`src/rtl/chp_pkg.sv`:
```
// Purpose: Shared constants for the component handler port.
// Assumes: 250 MHz mclk.
// Notes:   Times are kept in their own unit; cycle counts derive from them.
package chp_pkg;

  // ----------------------------------------------------------------
  // Clock and timing
  // ----------------------------------------------------------------
  localparam int CLK_MHZ         = 250;
  localparam int BIN_DELAY_US    = 200;
  // Longest time, exact in cycles; well above 4096 so the bench overrides the top's delay
  localparam int BIN_DELAY_CYC   = BIN_DELAY_US * CLK_MHZ;
  localparam int NUM_BINS        = 9;

  // ----------------------------------------------------------------
  // Reset values
  // ----------------------------------------------------------------
  localparam logic RST_PIN_N     = 1'b1;

  // ----------------------------------------------------------------
  // Sequencer states
  // ----------------------------------------------------------------
  typedef enum logic [2:0] {
    CHP_IDLE,
    CHP_CONVERT,
    CHP_MATH,
    CHP_PUBLISH
  } chp_state_t;

endpackage

```
`src/rtl/chp_result_if.sv`:
```
// Purpose: Carrier for a computed result between the sequencer and the latch.
// Assumes: One clock domain.
// Notes:   load is a one-cycle strobe.
`timescale 1ns/100ps
`default_nettype none
interface chp_result_if #(parameter int NBINS = 9);
  logic             load;
  logic [NBINS-1:0] bin_onehot;
  logic             sec_fail;
  logic             pri_hi;
  logic             pri_lo;

  modport src (output load, output bin_onehot, output sec_fail,
               output pri_hi, output pri_lo);
  modport dst (input load, input bin_onehot, input sec_fail,
               input pri_hi, input pri_lo);
endinterface
`default_nettype wire

```
`src/rtl/chp_result_latch.sv`:
```
// Purpose: Holds the active-low result pins between updates.
// Assumes: Inputs of the carrier are valid when load is high.
// Notes:   All outputs are flip-flops; high means not asserted.
`timescale 1ns/100ps
`default_nettype none
module chp_result_latch
  import chp_pkg::*;
#(
  parameter int NBINS = 9
) (
  input  wire logic     mclk,
  input  wire logic     rst_n,
  chp_result_if.dst     res,
  output var  logic [NBINS-1:0] bin_n,
  output var  logic     secondary_fail_n,
  output var  logic     primary_high_fail_n,
  output var  logic     primary_low_fail_n,
  output var  logic     primary_fail_n,
  output var  logic     overall_nogood_n
);

  // ----------------------------------------------------------------
  // Per-bin pins
  // ----------------------------------------------------------------
  // One flop per bin, held until the next load
  for (genvar i = 0; i < NBINS; i++) begin : g_bin
    always_ff @(posedge mclk or negedge rst_n) begin
      if (!rst_n) begin
        bin_n[i] <= RST_PIN_N;
      end else if (res.load) begin
        bin_n[i] <= ~res.bin_onehot[i];
      end
    end
  end

  // ----------------------------------------------------------------
  // Fail pins
  // ----------------------------------------------------------------
  // Combined pins are computed from the inputs, not from other pins,
  // so every pin changes on the same edge
  always_ff @(posedge mclk or negedge rst_n) begin
    if (!rst_n) begin
      secondary_fail_n    <= RST_PIN_N;
      primary_high_fail_n <= RST_PIN_N;
      primary_low_fail_n  <= RST_PIN_N;
      primary_fail_n      <= RST_PIN_N;
      overall_nogood_n    <= RST_PIN_N;
    end else if (res.load) begin
      secondary_fail_n    <= ~res.sec_fail;
      primary_high_fail_n <= ~res.pri_hi;
      primary_low_fail_n  <= ~res.pri_lo;
      primary_fail_n      <= ~(res.pri_hi | res.pri_lo);
      overall_nogood_n    <= ~(res.sec_fail | res.pri_hi | res.pri_lo);
    end
  end

endmodule
`default_nettype wire

```
`src/rtl/chp_top.sv`:
```
// Purpose: Handler port sequencer: trigger in, result and status pins out.
// Assumes: Inputs synchronous to mclk; analog and math engines are outside.
// Notes:   Result and status pins are open-collector images, low is asserted; measure_start and keypad_locked are active high.
`timescale 1ns/100ps
`default_nettype none
module chp_top
  import chp_pkg::*;
#(
  parameter int NBINS        = NUM_BINS,
  parameter int PUBLISH_CYC  = BIN_DELAY_CYC
) (
  input  wire logic             mclk,
  input  wire logic             rst_n,
  input  wire logic             external_trigger_in,
  input  wire logic             keypad_lock_in,
  input  wire logic             secondary_check_on,
  input  wire logic             convert_done,
  input  wire logic             math_done,
  input  wire logic [3:0]       sorted_bin,
  input  wire logic             secondary_fail,
  input  wire logic             primary_above,
  input  wire logic             primary_below,
  output var  logic             measure_start,
  output var  logic             keypad_locked,
  output var  logic [NBINS-1:0] bin_n,
  output var  logic             secondary_fail_n,
  output var  logic             primary_high_fail_n,
  output var  logic             primary_low_fail_n,
  output var  logic             primary_fail_n,
  output var  logic             overall_nogood_n,
  output var  logic             converting_n,
  output var  logic             measurement_done_n
);

  // ----------------------------------------------------------------
  // Elaboration checks
  // ----------------------------------------------------------------
  // The bin code is four bits wide and decoded against a fixed pin count,
  // so any other bin count is refused here rather than mis-sorted
  if (NBINS != NUM_BINS) begin : g_bad_bins
    $error("chp_top: NBINS must be 9");
  end
  if (PUBLISH_CYC < 1 || PUBLISH_CYC > BIN_DELAY_CYC) begin : g_bad_pub
    $error("chp_top: PUBLISH_CYC out of range");
  end

  // Counter sized for the longest legal delay; a shorter delay only
  // moves the compare point, it never wraps
  localparam int CW = $clog2(BIN_DELAY_CYC + 1);
  localparam logic [CW-1:0] PUB_LAST = CW'(PUBLISH_CYC - 1);

  chp_state_t        state;
  logic              trig_q;
  logic              trig_rise;
  logic [CW-1:0]     pub_cnt;
  logic [NBINS-1:0]  cap_bins;
  logic              cap_sec;
  logic              cap_hi;
  logic              cap_lo;

  chp_result_if #(.NBINS(NBINS)) res ();

  // ----------------------------------------------------------------
  // Trigger edge detect
  // ----------------------------------------------------------------
  // Previous level; input is already in the mclk domain
  // Resets to the idle level; a pin already high at release counts as a rise
  always_ff @(posedge mclk or negedge rst_n) begin
    if (!rst_n) begin
      trig_q <= 1'b0;
    end else begin
      trig_q <= external_trigger_in;
    end
  end

  assign trig_rise = external_trigger_in & ~trig_q;

  // ----------------------------------------------------------------
  // Keypad lock follower
  // ----------------------------------------------------------------
  // Low on the pin means locked
  always_ff @(posedge mclk or negedge rst_n) begin
    if (!rst_n) begin
      keypad_locked <= 1'b0;
    end else begin
      keypad_locked <= ~keypad_lock_in;
    end
  end

  // ----------------------------------------------------------------
  // Measurement sequencer
  // ----------------------------------------------------------------
  // Edges arriving mid-test are ignored; a test cannot be restarted
  always_ff @(posedge mclk or negedge rst_n) begin
    if (!rst_n) begin
      state <= CHP_IDLE;
    end else begin
      case (state)
        CHP_IDLE: begin
          if (trig_rise) begin
            state <= CHP_CONVERT;
          end
        end
        CHP_CONVERT: begin
          if (convert_done) begin
            state <= CHP_MATH;
          end
        end
        CHP_MATH: begin
          if (math_done) begin
            state <= CHP_PUBLISH;
          end
        end
        CHP_PUBLISH: begin
          if (pub_cnt == PUB_LAST) begin
            state <= CHP_IDLE;
          end
        end
        default: begin
          state <= CHP_IDLE;
        end
      endcase
    end
  end

  // Delay from math done to pin update, bounded by the longest time
  always_ff @(posedge mclk or negedge rst_n) begin
    if (!rst_n) begin
      pub_cnt <= '0;
    end else if (state == CHP_PUBLISH) begin
      pub_cnt <= pub_cnt + 1'b1;
    end else begin
      pub_cnt <= '0;
    end
  end

  // Start strobe to the analog engine
  always_ff @(posedge mclk or negedge rst_n) begin
    if (!rst_n) begin
      measure_start <= 1'b0;
    end else begin
      measure_start <= (state == CHP_IDLE) && trig_rise;
    end
  end

  // ----------------------------------------------------------------
  // Status pins
  // ----------------------------------------------------------------
  // Low from trigger until conversion ends, and until the whole test ends
  // Set and clear fall in different states, so they never collide
  always_ff @(posedge mclk or negedge rst_n) begin
    if (!rst_n) begin
      converting_n       <= RST_PIN_N;
      measurement_done_n <= RST_PIN_N;
    end else begin
      if (state == CHP_IDLE && trig_rise) begin
        converting_n       <= 1'b0;
        measurement_done_n <= 1'b0;
      end
      if (state == CHP_CONVERT && convert_done) begin
        converting_n <= 1'b1;
      end
      if (state == CHP_PUBLISH && pub_cnt == PUB_LAST) begin
        measurement_done_n <= 1'b1;
      end
    end
  end

  // ----------------------------------------------------------------
  // Result capture
  // ----------------------------------------------------------------
  // Results are sampled when math ends so later input wiggle is harmless
  always_ff @(posedge mclk or negedge rst_n) begin
    if (!rst_n) begin
      cap_bins <= '0;
      cap_sec  <= 1'b0;
      cap_hi   <= 1'b0;
      cap_lo   <= 1'b0;
    end else if (state == CHP_MATH && math_done) begin
      for (int b = 0; b < NBINS; b++) begin
        cap_bins[b] <= (sorted_bin == 4'(b + 1));
      end
      cap_sec <= secondary_fail & secondary_check_on;
      cap_hi  <= primary_above;
      cap_lo  <= primary_below;
    end
  end

  assign res.load       = (state == CHP_PUBLISH) && (pub_cnt == PUB_LAST);
  assign res.bin_onehot = cap_bins;
  assign res.sec_fail   = cap_sec;
  assign res.pri_hi     = cap_hi;
  assign res.pri_lo     = cap_lo;

  chp_result_latch #(.NBINS(NBINS)) u_latch (
    .mclk                (mclk),
    .rst_n               (rst_n),
    .res                 (res),
    .bin_n               (bin_n),
    .secondary_fail_n    (secondary_fail_n),
    .primary_high_fail_n (primary_high_fail_n),
    .primary_low_fail_n  (primary_low_fail_n),
    .primary_fail_n      (primary_fail_n),
    .overall_nogood_n    (overall_nogood_n)
  );

endmodule
`default_nettype wire

```
`config.mk`:
```
export PLATFORM = sky130hd
export DESIGN_NAME = chp_top
export DESIGN_NICKNAME = d
export VERILOG_FILES = /design/src/rtl/chp_pkg.sv /design/src/rtl/chp_result_if.sv /design/src/rtl/chp_result_latch.sv /design/src/rtl/chp_top.sv
export SDC_FILE = /design/constraint.sdc
export NUM_CORES = 1
export LEC_CHECK = 0
export ABC_AREA = 0
export BUFFER_PORTS_ARGS = -buffer_cell sky130_fd_sc_hd__buf_2
export CAP_MARGIN = 20
export CORE_MARGIN = 1
export CORE_UTILIZATION = 40
export CTS_CLUSTER_DIAMETER = 100
export CTS_CLUSTER_SIZE = 28
export DETAILED_ROUTE_END_ITERATION = 16
export GPL_TIMING_DRIVEN = 0
export SYNTH_ARGS = -nofsm -noshare
export SYNTH_HDL_FRONTEND = slang
export SYNTH_SLANG_ARGS = --single-unit
export TNS_END_PERCENT = 20
```
`constraint.sdc`:
```
create_clock -name mclk -period 4.55 [get_ports mclk]
set_input_delay 1.365 -clock mclk [delete_from_list [all_inputs] [get_ports mclk]]
set_output_delay 1.365 -clock mclk [all_outputs]
set_load 0.01 [all_outputs]
```
# After elaboration in Yosys (flattened, before gate mapping)
# Cells that the tools add are included.
# totals
mem_count	0
rom_bits	0
inputBits	14
register_bits	50
wordCells	81
latch_bits	0
mem_bits_rw	0
# classes
n_shift	0
add_sub_neg	1
n_mul	0
muxes	9
n_bitwise	21
n_reduce_logical	8
n_lt_le_gt_ge	0
div_mod_pow	0
eq_ne	17
# ops
operator	count
16-bit by 1-bit adder with 16-bit output (second input constant)	1
16-bit equality test (second input constant)	1
4-bit by 3-bit equality test with 1-bit output (second input constant)	4
16-bit two-way mux	1
1-bit NOT	16
3-bit two-way mux	4
3-bit case mux with 4 select lines	1
4-bit by 2-bit equality test with 1-bit output (second input constant)	2
4-bit equality test (second input constant)	2
2-bit inequality test (second input constant)	4
3-bit by 2-bit equality test with 1-bit output (second input constant)	2
4-bit by 1-bit equality test with 1-bit output (second input constant)	1
1-bit logical AND	4
4-bit AND reduction	1
2-bit nonzero test	2
3-bit by 1-bit equality test with 1-bit output (second input constant)	1
3-bit zero test	1
1-bit two-way mux	3
1-bit OR	3
1-bit bitwise AND	2

# Longest topological paths before layout
# Gate-level depths: netlist of run 1.
# depth
ltp_word	5
mapped_depth	6

# Hierarchy
# A second synthesis of run 1 with hierarchy kept.
# hier_totals
hier_cells	197
hier_area_um2	2215.9
# modules_own_cells
mod	cells_each	instances	seq_area_each_um2	area_per_inst_um2
chp_top	152	1	878.3	1620.3
chp_result_latch	45	1	367.9	595.6

# Least setup slack after synthesis of run 1
# OpenSTA, ideal clock, no wires.
# synth_path
path_type	input -> register
from	input port external_trigger_in
to	register state[1]
setup_time_ns	0.125
path_stages	3
path_slack_ns	2.348
t_arrival_ns	2.077
cell_sequence	nand2b_1 a221o_1 mux2_4
# synth_between
elab_chain_len	3
# synth_rtl
item	line	source
start: declaration	chp_top.sv:14	input wire logic external_trigger_in,
1-bit bitwise AND	chp_top.sv:76	assign trig_rise = external_trigger_in & ~trig_q;
2-bit inequality test (no source line)	n/a	
4-bit AND reduction (no source line)	n/a	
end signal: assignment	chp_top.sv:96	state <= CHP_IDLE;
end signal: assignment	chp_top.sv:101	state <= CHP_CONVERT;
end signal: assignment	chp_top.sv:106	state <= CHP_MATH;
end: declaration	chp_top.sv:52	chp_state_t state;
# Every way passes these cells.
# A chain may end at the register's enable or synchronous reset.

# Worst setup path after layout of run 1
# layout_path
from	register u_latch.bin_n[6]
to	output port bin_n[6]
# layout_rtl
item	line	source
start: declaration	chp_result_latch.sv:14	output var logic [NBINS-1:0] bin_n,
start signal: indexed assignment	chp_result_latch.sv:31	bin_n[i] <= ~res.bin_onehot[i];
end: declaration	chp_top.sv:25	output var logic [NBINS-1:0] bin_n,
# No word-level cell between the ends.

==> metrics.yaml, run 1 <==
placement:
  placed_area_um2: 2380
  io_buffers: 31
  hpwl_um: 2980
  gp_congestion: 0.757
  pre_cts_ws_ps: 2120
timing:
  max_freq_mhz: 425
  skew_ps: 5.36
  period_share_pct: 51.7
  slew_violations: 0
  tns_ps: 0
  fin_ws_ps: 2200
  finalCriticalPeriod_ps: 2350
  maxSlewHeadroom_pct: 68.1
  hold_viol: 0
  tightest_slew_ps: 479
  setup_viol: 0
  rsz0062_at_grt: "no"
die:
  dieWidth_um: 75.1
  rows: 26
  die_y_um: 75.1
  dieArea_um2: 5650
  start_util_pct: 41.6
  io_pins: 32
  fp.coreArea_um2: 5140
pwr:
  ir_worst_vdd_mv: 0.175
  finalPower_mw: 1.04
  power_density_nw_per_um2: 417
  leakagePower_nw: 1.11
clock_tree:
  clock_latency_ps: 300
  cts_buffers: 5
  cts_hold_buf: 0
  htreeDepth: 2
  clkTransAtPathRegs_ps: 90
  cts_resized: 0
  clock-root-buffer: "clkbuf_8"
  cts_buffer_depth: 2
  clkSinkCount: 49
  cts_tree: "done"
  post_cts_buffers: 0
synth:
  synth_top_area_share_pct: 38.6
  syn-num-nets: 214
  syn_area_per_cell_um2: 11.0
  ys_types: 38
  async_flop_share_pct: 100
  netlist_area_um2: 2140
  ys_warn_count: 0
  synth-edff-count: 0
  ys.flop_type: "dfrtp_1"
  ys_seq_area_share_pct: 58.2
  yosys-top-cells-area: "dfrtp_1, dfstp_2, o21ai_0, nand2_1, ha_1"
  yosysTopAreaCell: "dfrtp_1"
  ys_ff_latch: 49
  netlist_instances: 195
critical_path:
  reg2reg_slack_ps: 2470
  cp_num_buf_inv: 1
  slowest_delay_ps: 560
  end_kind: "output pin"
  cp_slowest_cell: "dfstp_2"
  critPathMaxFanout: 2
  critPathLaunchType: "flop"
  cp_data_arrival_time_ps: 990
  cp_data_required_time_ps: 3180
  cpLargestDelayFamily: "flip-flops"
  setup.worst_path.class: "flop to output pin"
  critical_path.cell_chain: "buf_2"
global_routing:
  antenna_found_initial: 0
  grt_start_max_net_pins: 50
  grt_pass1_vias: 1466
  grt_first_pass_wirelength_um: 7010
  grt.overflow.total: 0
  grt.total_usage_pct: 16.7
cells_and_area:
  layout_commonest_cell: "dfrtp_1"
  area_delta_synth_final_pct: 17.0
  fin_area_um2: 2500
  fin_nets: 253
  drive_above_1_share_pct: 26.4
  utilization_pct: 48.7
  n_antenna_cell: 0
  final_cell_mix: "dfrtp_1, buf_2, o21ai_0"
drt:
  first_iter_violations: 57
  viasPerCell: 5.11
  drc: 0
  via_count: 1560
  drtPass1Iterations: 4
  drt_wl_total_um: 4200
  detail-route-antenna-nets: 0
  wl_per_cell_um: 13.8
job:
  maxCapViolations: 0
run_status:
  status: "finished clean"
hold_path:
  hold_path.class: "flop to flop"
[layout make-up]
class / instances / area, µm²
multi-input combinational: 130 / 832
tap: 70 / 87.6
fill: 530 / 2640
buffer: 5 / 20.0
inverter: 11 / 41.3
sequential: 49 / 1250
clock inverter: 2 / 17.5
clock buffer: 6 / 82.6
timing repair buffer: 32 / 175
[metal layers]
metal	wire length [µm]	track usage, %
met1	2110	22.4
met2	1960	26.8
met3	114	4.69
met4	23	4.32
met5	0	0
[power breakdown]
part	total (mW)	internal, mW	switching (mW)
clock	0.276	0.126	0.150
combinational	0.229	0.0961	0.133
sequential	0.539	0.496	0.0433
total	1.04	0.718	0.326
[kinds of logic after synthesis]
logic type,Yosys count,synth area share [%]
buf+inv,16,2.87
simple gates,64,15.8
mux,5,2.69
fa+ha+maj,5,2.92
flops,49,58.2
compound gates,45,13.0
xor+xnor,11,4.50
[worst paths after layout]
kind / depth (start not counted) / from / endpoint
worst max-delay path: 1 / u_latch.bin_n[6] / bin_n[6]
worst min-delay path: 1 / cap_bins[6] / u_latch.bin_n[6]
worst max register to register: 6 / pub_cnt[0] / u_latch.bin_n[2]
worst min register to register: 1 / cap_bins[6] / u_latch.bin_n[6]
max in group asynchronous: 2 / rst_n / u_latch.bin_n[0]
min in group asynchronous: 1 / rst_n / cap_hi
[state kept, by name, summed over array words and instances, names as in the netlist]
register                     count
pub_cnt                         16
keypad_locked                    1
cap_sec                          1
u_latch.primary_high_fail_n      1
measurement_done_n               1
trig_q                           1
cap_hi                           1
cap_lo                           1
cap_bins                         9
u_latch.primary_low_fail_n       1
u_latch.secondary_fail_n         1
u_latch.bin_n                    9
u_latch.primary_fail_n           1
u_latch.overall_nogood_n         1
measure_start                    1
state                            2
converting_n                     1
[stage by stage]
stage	hold WS, ps	cells
after global routing	454	305
after floorplan	403	195
after detailed placement	431	296
after CTS	444	304
final	432	305
after global placement	411	296
[Yosys cell counts (all sizes together) (2+ instances only)]
library cell	instances
or2	2
o21ai	29
nor2	13
xnor2	7
and3	2
a32o	3
nand4	2
dfrtp	33
mux2i	2
nand2	17
and4bb	2
xor2	4
inv	10
dfstp	16
clkbuf	4
nand2b	4
nor3	2
nor4	7
o41ai	3
o31ai	4
nand3	8
ha	5
mux2	3
Power figures use the tool's default switching activity.
==> inputs of run 2 (changes only) <==
Clock period 4.55 ns to 2.1 ns, I/O delays scaled along.
==> run 2 against run 1 <==
Effect of this change: global-route usage rose by 0.20 points; design area grew 1.1%; clock skew is 1.6 ps higher; final cell count increased by 0.98%; non-clock buffer count up 3; flip-flop and latch count unchanged; wire length increased by 0.33%; clock-buffer cell count is the same; sequential share of layout area decreased by 0.47 points; largest power group unchanged; highest routed layer unchanged.
==> metrics.yaml, run 2 (same netlist as run 1, synthesis figures left out) <==
global_routing:
  grt.total_usage_pct: 16.9  # +0.20 points
  grt_start_max_net_pins: 50  # unchanged
  grt_pass1_vias: 1484  # +1.2%
  grt.overflow.total: 0  # unchanged
  antenna_found_initial: 0  # unchanged
  grt_first_pass_wirelength_um: 7070  # +0.78%
die:
  io_pins: 32  # unchanged
  die_y_um: 75.1  # unchanged
  fp.coreArea_um2: 5140  # unchanged
  start_util_pct: 41.6  # unchanged
  dieWidth_um: 75.1  # unchanged
  rows: 26  # unchanged
  dieArea_um2: 5650  # unchanged
pwr:
  p_sw_mw: 0.706  # +120%
  ir_worst_vdd_mv: 0.379  # +120%
  clkPwrFrac_pct: 26.4  # about the same
  swShare_pct: 31.2  # about the same
  power_density_nw_per_um2: 896  # +110%
  pwr-share-seq_pct: 51.6  # about the same
  internal_power_mw: 1.56  # +120%
  leakagePower_nw: 1.12  # +1.2%
  combPwrFrac_pct: 22.0  # about the same
timing:
  tightest_slew_ps: 476  # -2.82 ps
  hold_viol: 0  # unchanged
  period_share_pct: 90.8
  skew_ps: 6.91  # +1.55 ps
  tns_ps: 0  # unchanged
  setup_viol: 0  # unchanged
  maxSlewHeadroom_pct: 68.2  # +0.19 points
  finalCriticalPeriod_ps: 1910
  max_freq_mhz: 524
  rsz0062_at_grt: "no"
  slew_violations: 0  # unchanged
drt:
  drc: 0  # unchanged
  via_count: 1568  # +0.51%
  wl_per_cell_um: 13.7  # -0.64%
  viasPerCell: 5.09  # -0.47%
  first_iter_violations: 53  # -7.0%
  drt_wl_total_um: 4220  # +0.33%
  detail-route-antenna-nets: 0  # unchanged
  drtPass1Iterations: 4  # unchanged
clock_tree:
  cts_hold_buf: 0  # unchanged
  clkSinkCount: 49  # unchanged
  htreeDepth: 2  # unchanged
  clock_latency_ps: 300  # about the same
  clkTransAtPathRegs_ps: 100  # about the same
  cts_tree: "done"
  cts_buffers: 5  # unchanged
  clock-root-buffer: "clkbuf_8"
  cts_buffer_depth: 2  # unchanged
cells_and_area:
  area_delta_synth_final_pct: 18.2
  drive_above_1_share_pct: 28.2  # +1.8 points
  fin_nets: 256  # +1.2%
  largest_registers: "pub_cnt x16, cap_bins x9, u_latch.bin_n x9"
  final_cell_mix: "buf_2, dfrtp_1, o21ai_0"
  n_antenna_cell: 0  # unchanged
  largest_register_ffs: 16  # unchanged
  max_flop_register: "pub_cnt"
  final_cells: 308  # +0.98%
run_status:
  status: "finished clean"
critical_path:
  critPathLaunchType: "flop"
  cp_data_required_time_ps: 2280  # -900 ps
  end_kind: "flop"
  critical_path.cell_chain: "ha_1 > nand3_1 > nand4b_1 > a221o_1 > mux2_4"
  slowest_delay_ps: 420  # -140 ps
  setup.worst_path.class: "flop to flop"
  critPathMaxFanout: 6  # +4
  cp_data_arrival_time_ps: 2090  # +1100 ps
  cp_slowest_cell: "dfrtp_2"
placement:
  dp.cells: 296  # unchanged
  gp_congestion: 0.757  # unchanged
  io_buffers: 31  # unchanged
  hpwl_um: 2980  # unchanged
hold_path:
  hold_path.class: "input pin to async pin"
job:
  maxCapViolations: 0  # unchanged
[run 2: worst paths after layout]
kind	to	slack [ps]	depth (start not counted)	from
worst min-delay path	cap_hi	240	1	rst_n
worst max-delay path	state[1]	190	5	pub_cnt[0]
max in group asynchronous	u_latch.bin_n[0]	1290	2	rst_n
worst min register to register	u_latch.bin_n[6]	430	1	cap_bins[6]
min in group mclk	u_latch.bin_n[6]	430	1	cap_bins[6]
worst max register to register	state[1]	190	5	pub_cnt[0]
[run 2: power groups by stage]
stage | combinational, mW | clock (mW) | sequential, mW
3_5_place_dp | 0.497 | 0 | 1.19
3_3_place_gp | 0.492 | 0 | 1.18
5_1_grt | 0.568 | 0.654 | 1.19
6_report | 0.497 | 0.598 | 1.17
2_1_floorplan | 0.347 | 0 | 1.17
4_1_cts | 0.502 | 0.621 | 1.17
[run 2: timing repair]
item	4_1_cts	5_1_grt
cloned	0	0
gates resized for setup	0	2
setup endpoints to repair	1	10
buffers inserted	2	1
[run 2: worst max-delay path, delay by kind of cell, from the launching register on]
family	cells	cell delay (ps)
flops	1	420
mux	1	300
fa+ha+maj	1	240
compound gates	1	400
simple gates	2	430
[run 2: area by class of cell]
type                       count  area, µm²
fill                         531       2610
tap                           70       87.6
clock buffer                   6       82.6
sequential                    49       1250
inverter                      11       41.3
multi-input combinational    130        835
buffer                         5       20.0
clock inverter                 2       17.5
timing repair buffer          35        198
[run 2: metal layers]
layer	vias up	track usage [%]	routed length [µm]	part of all wire, %
met2	24	27.1	1970	47
li1	777	-	-	-
met3	2	5.09	116	2.8
met5	-	0	0	0
met1	765	22.5	2110	50
met4	0	4.32	22	0.52
[run 2: stage by stage]
step                hold WS, ps  power [mW]  utilization (%)  setup WS [ps]  area (µm²)
global route                242        2.41             49.2           65.0        2530
CTS                         444        2.29             48.6           73.6        2500
global placement            411        1.67             46.3           82.0        2380
floorplan                   334        1.51                -            358        2140
detailed placement          431        1.68             46.3           9.43        2380
finish                      240        2.26             49.2            193        2530
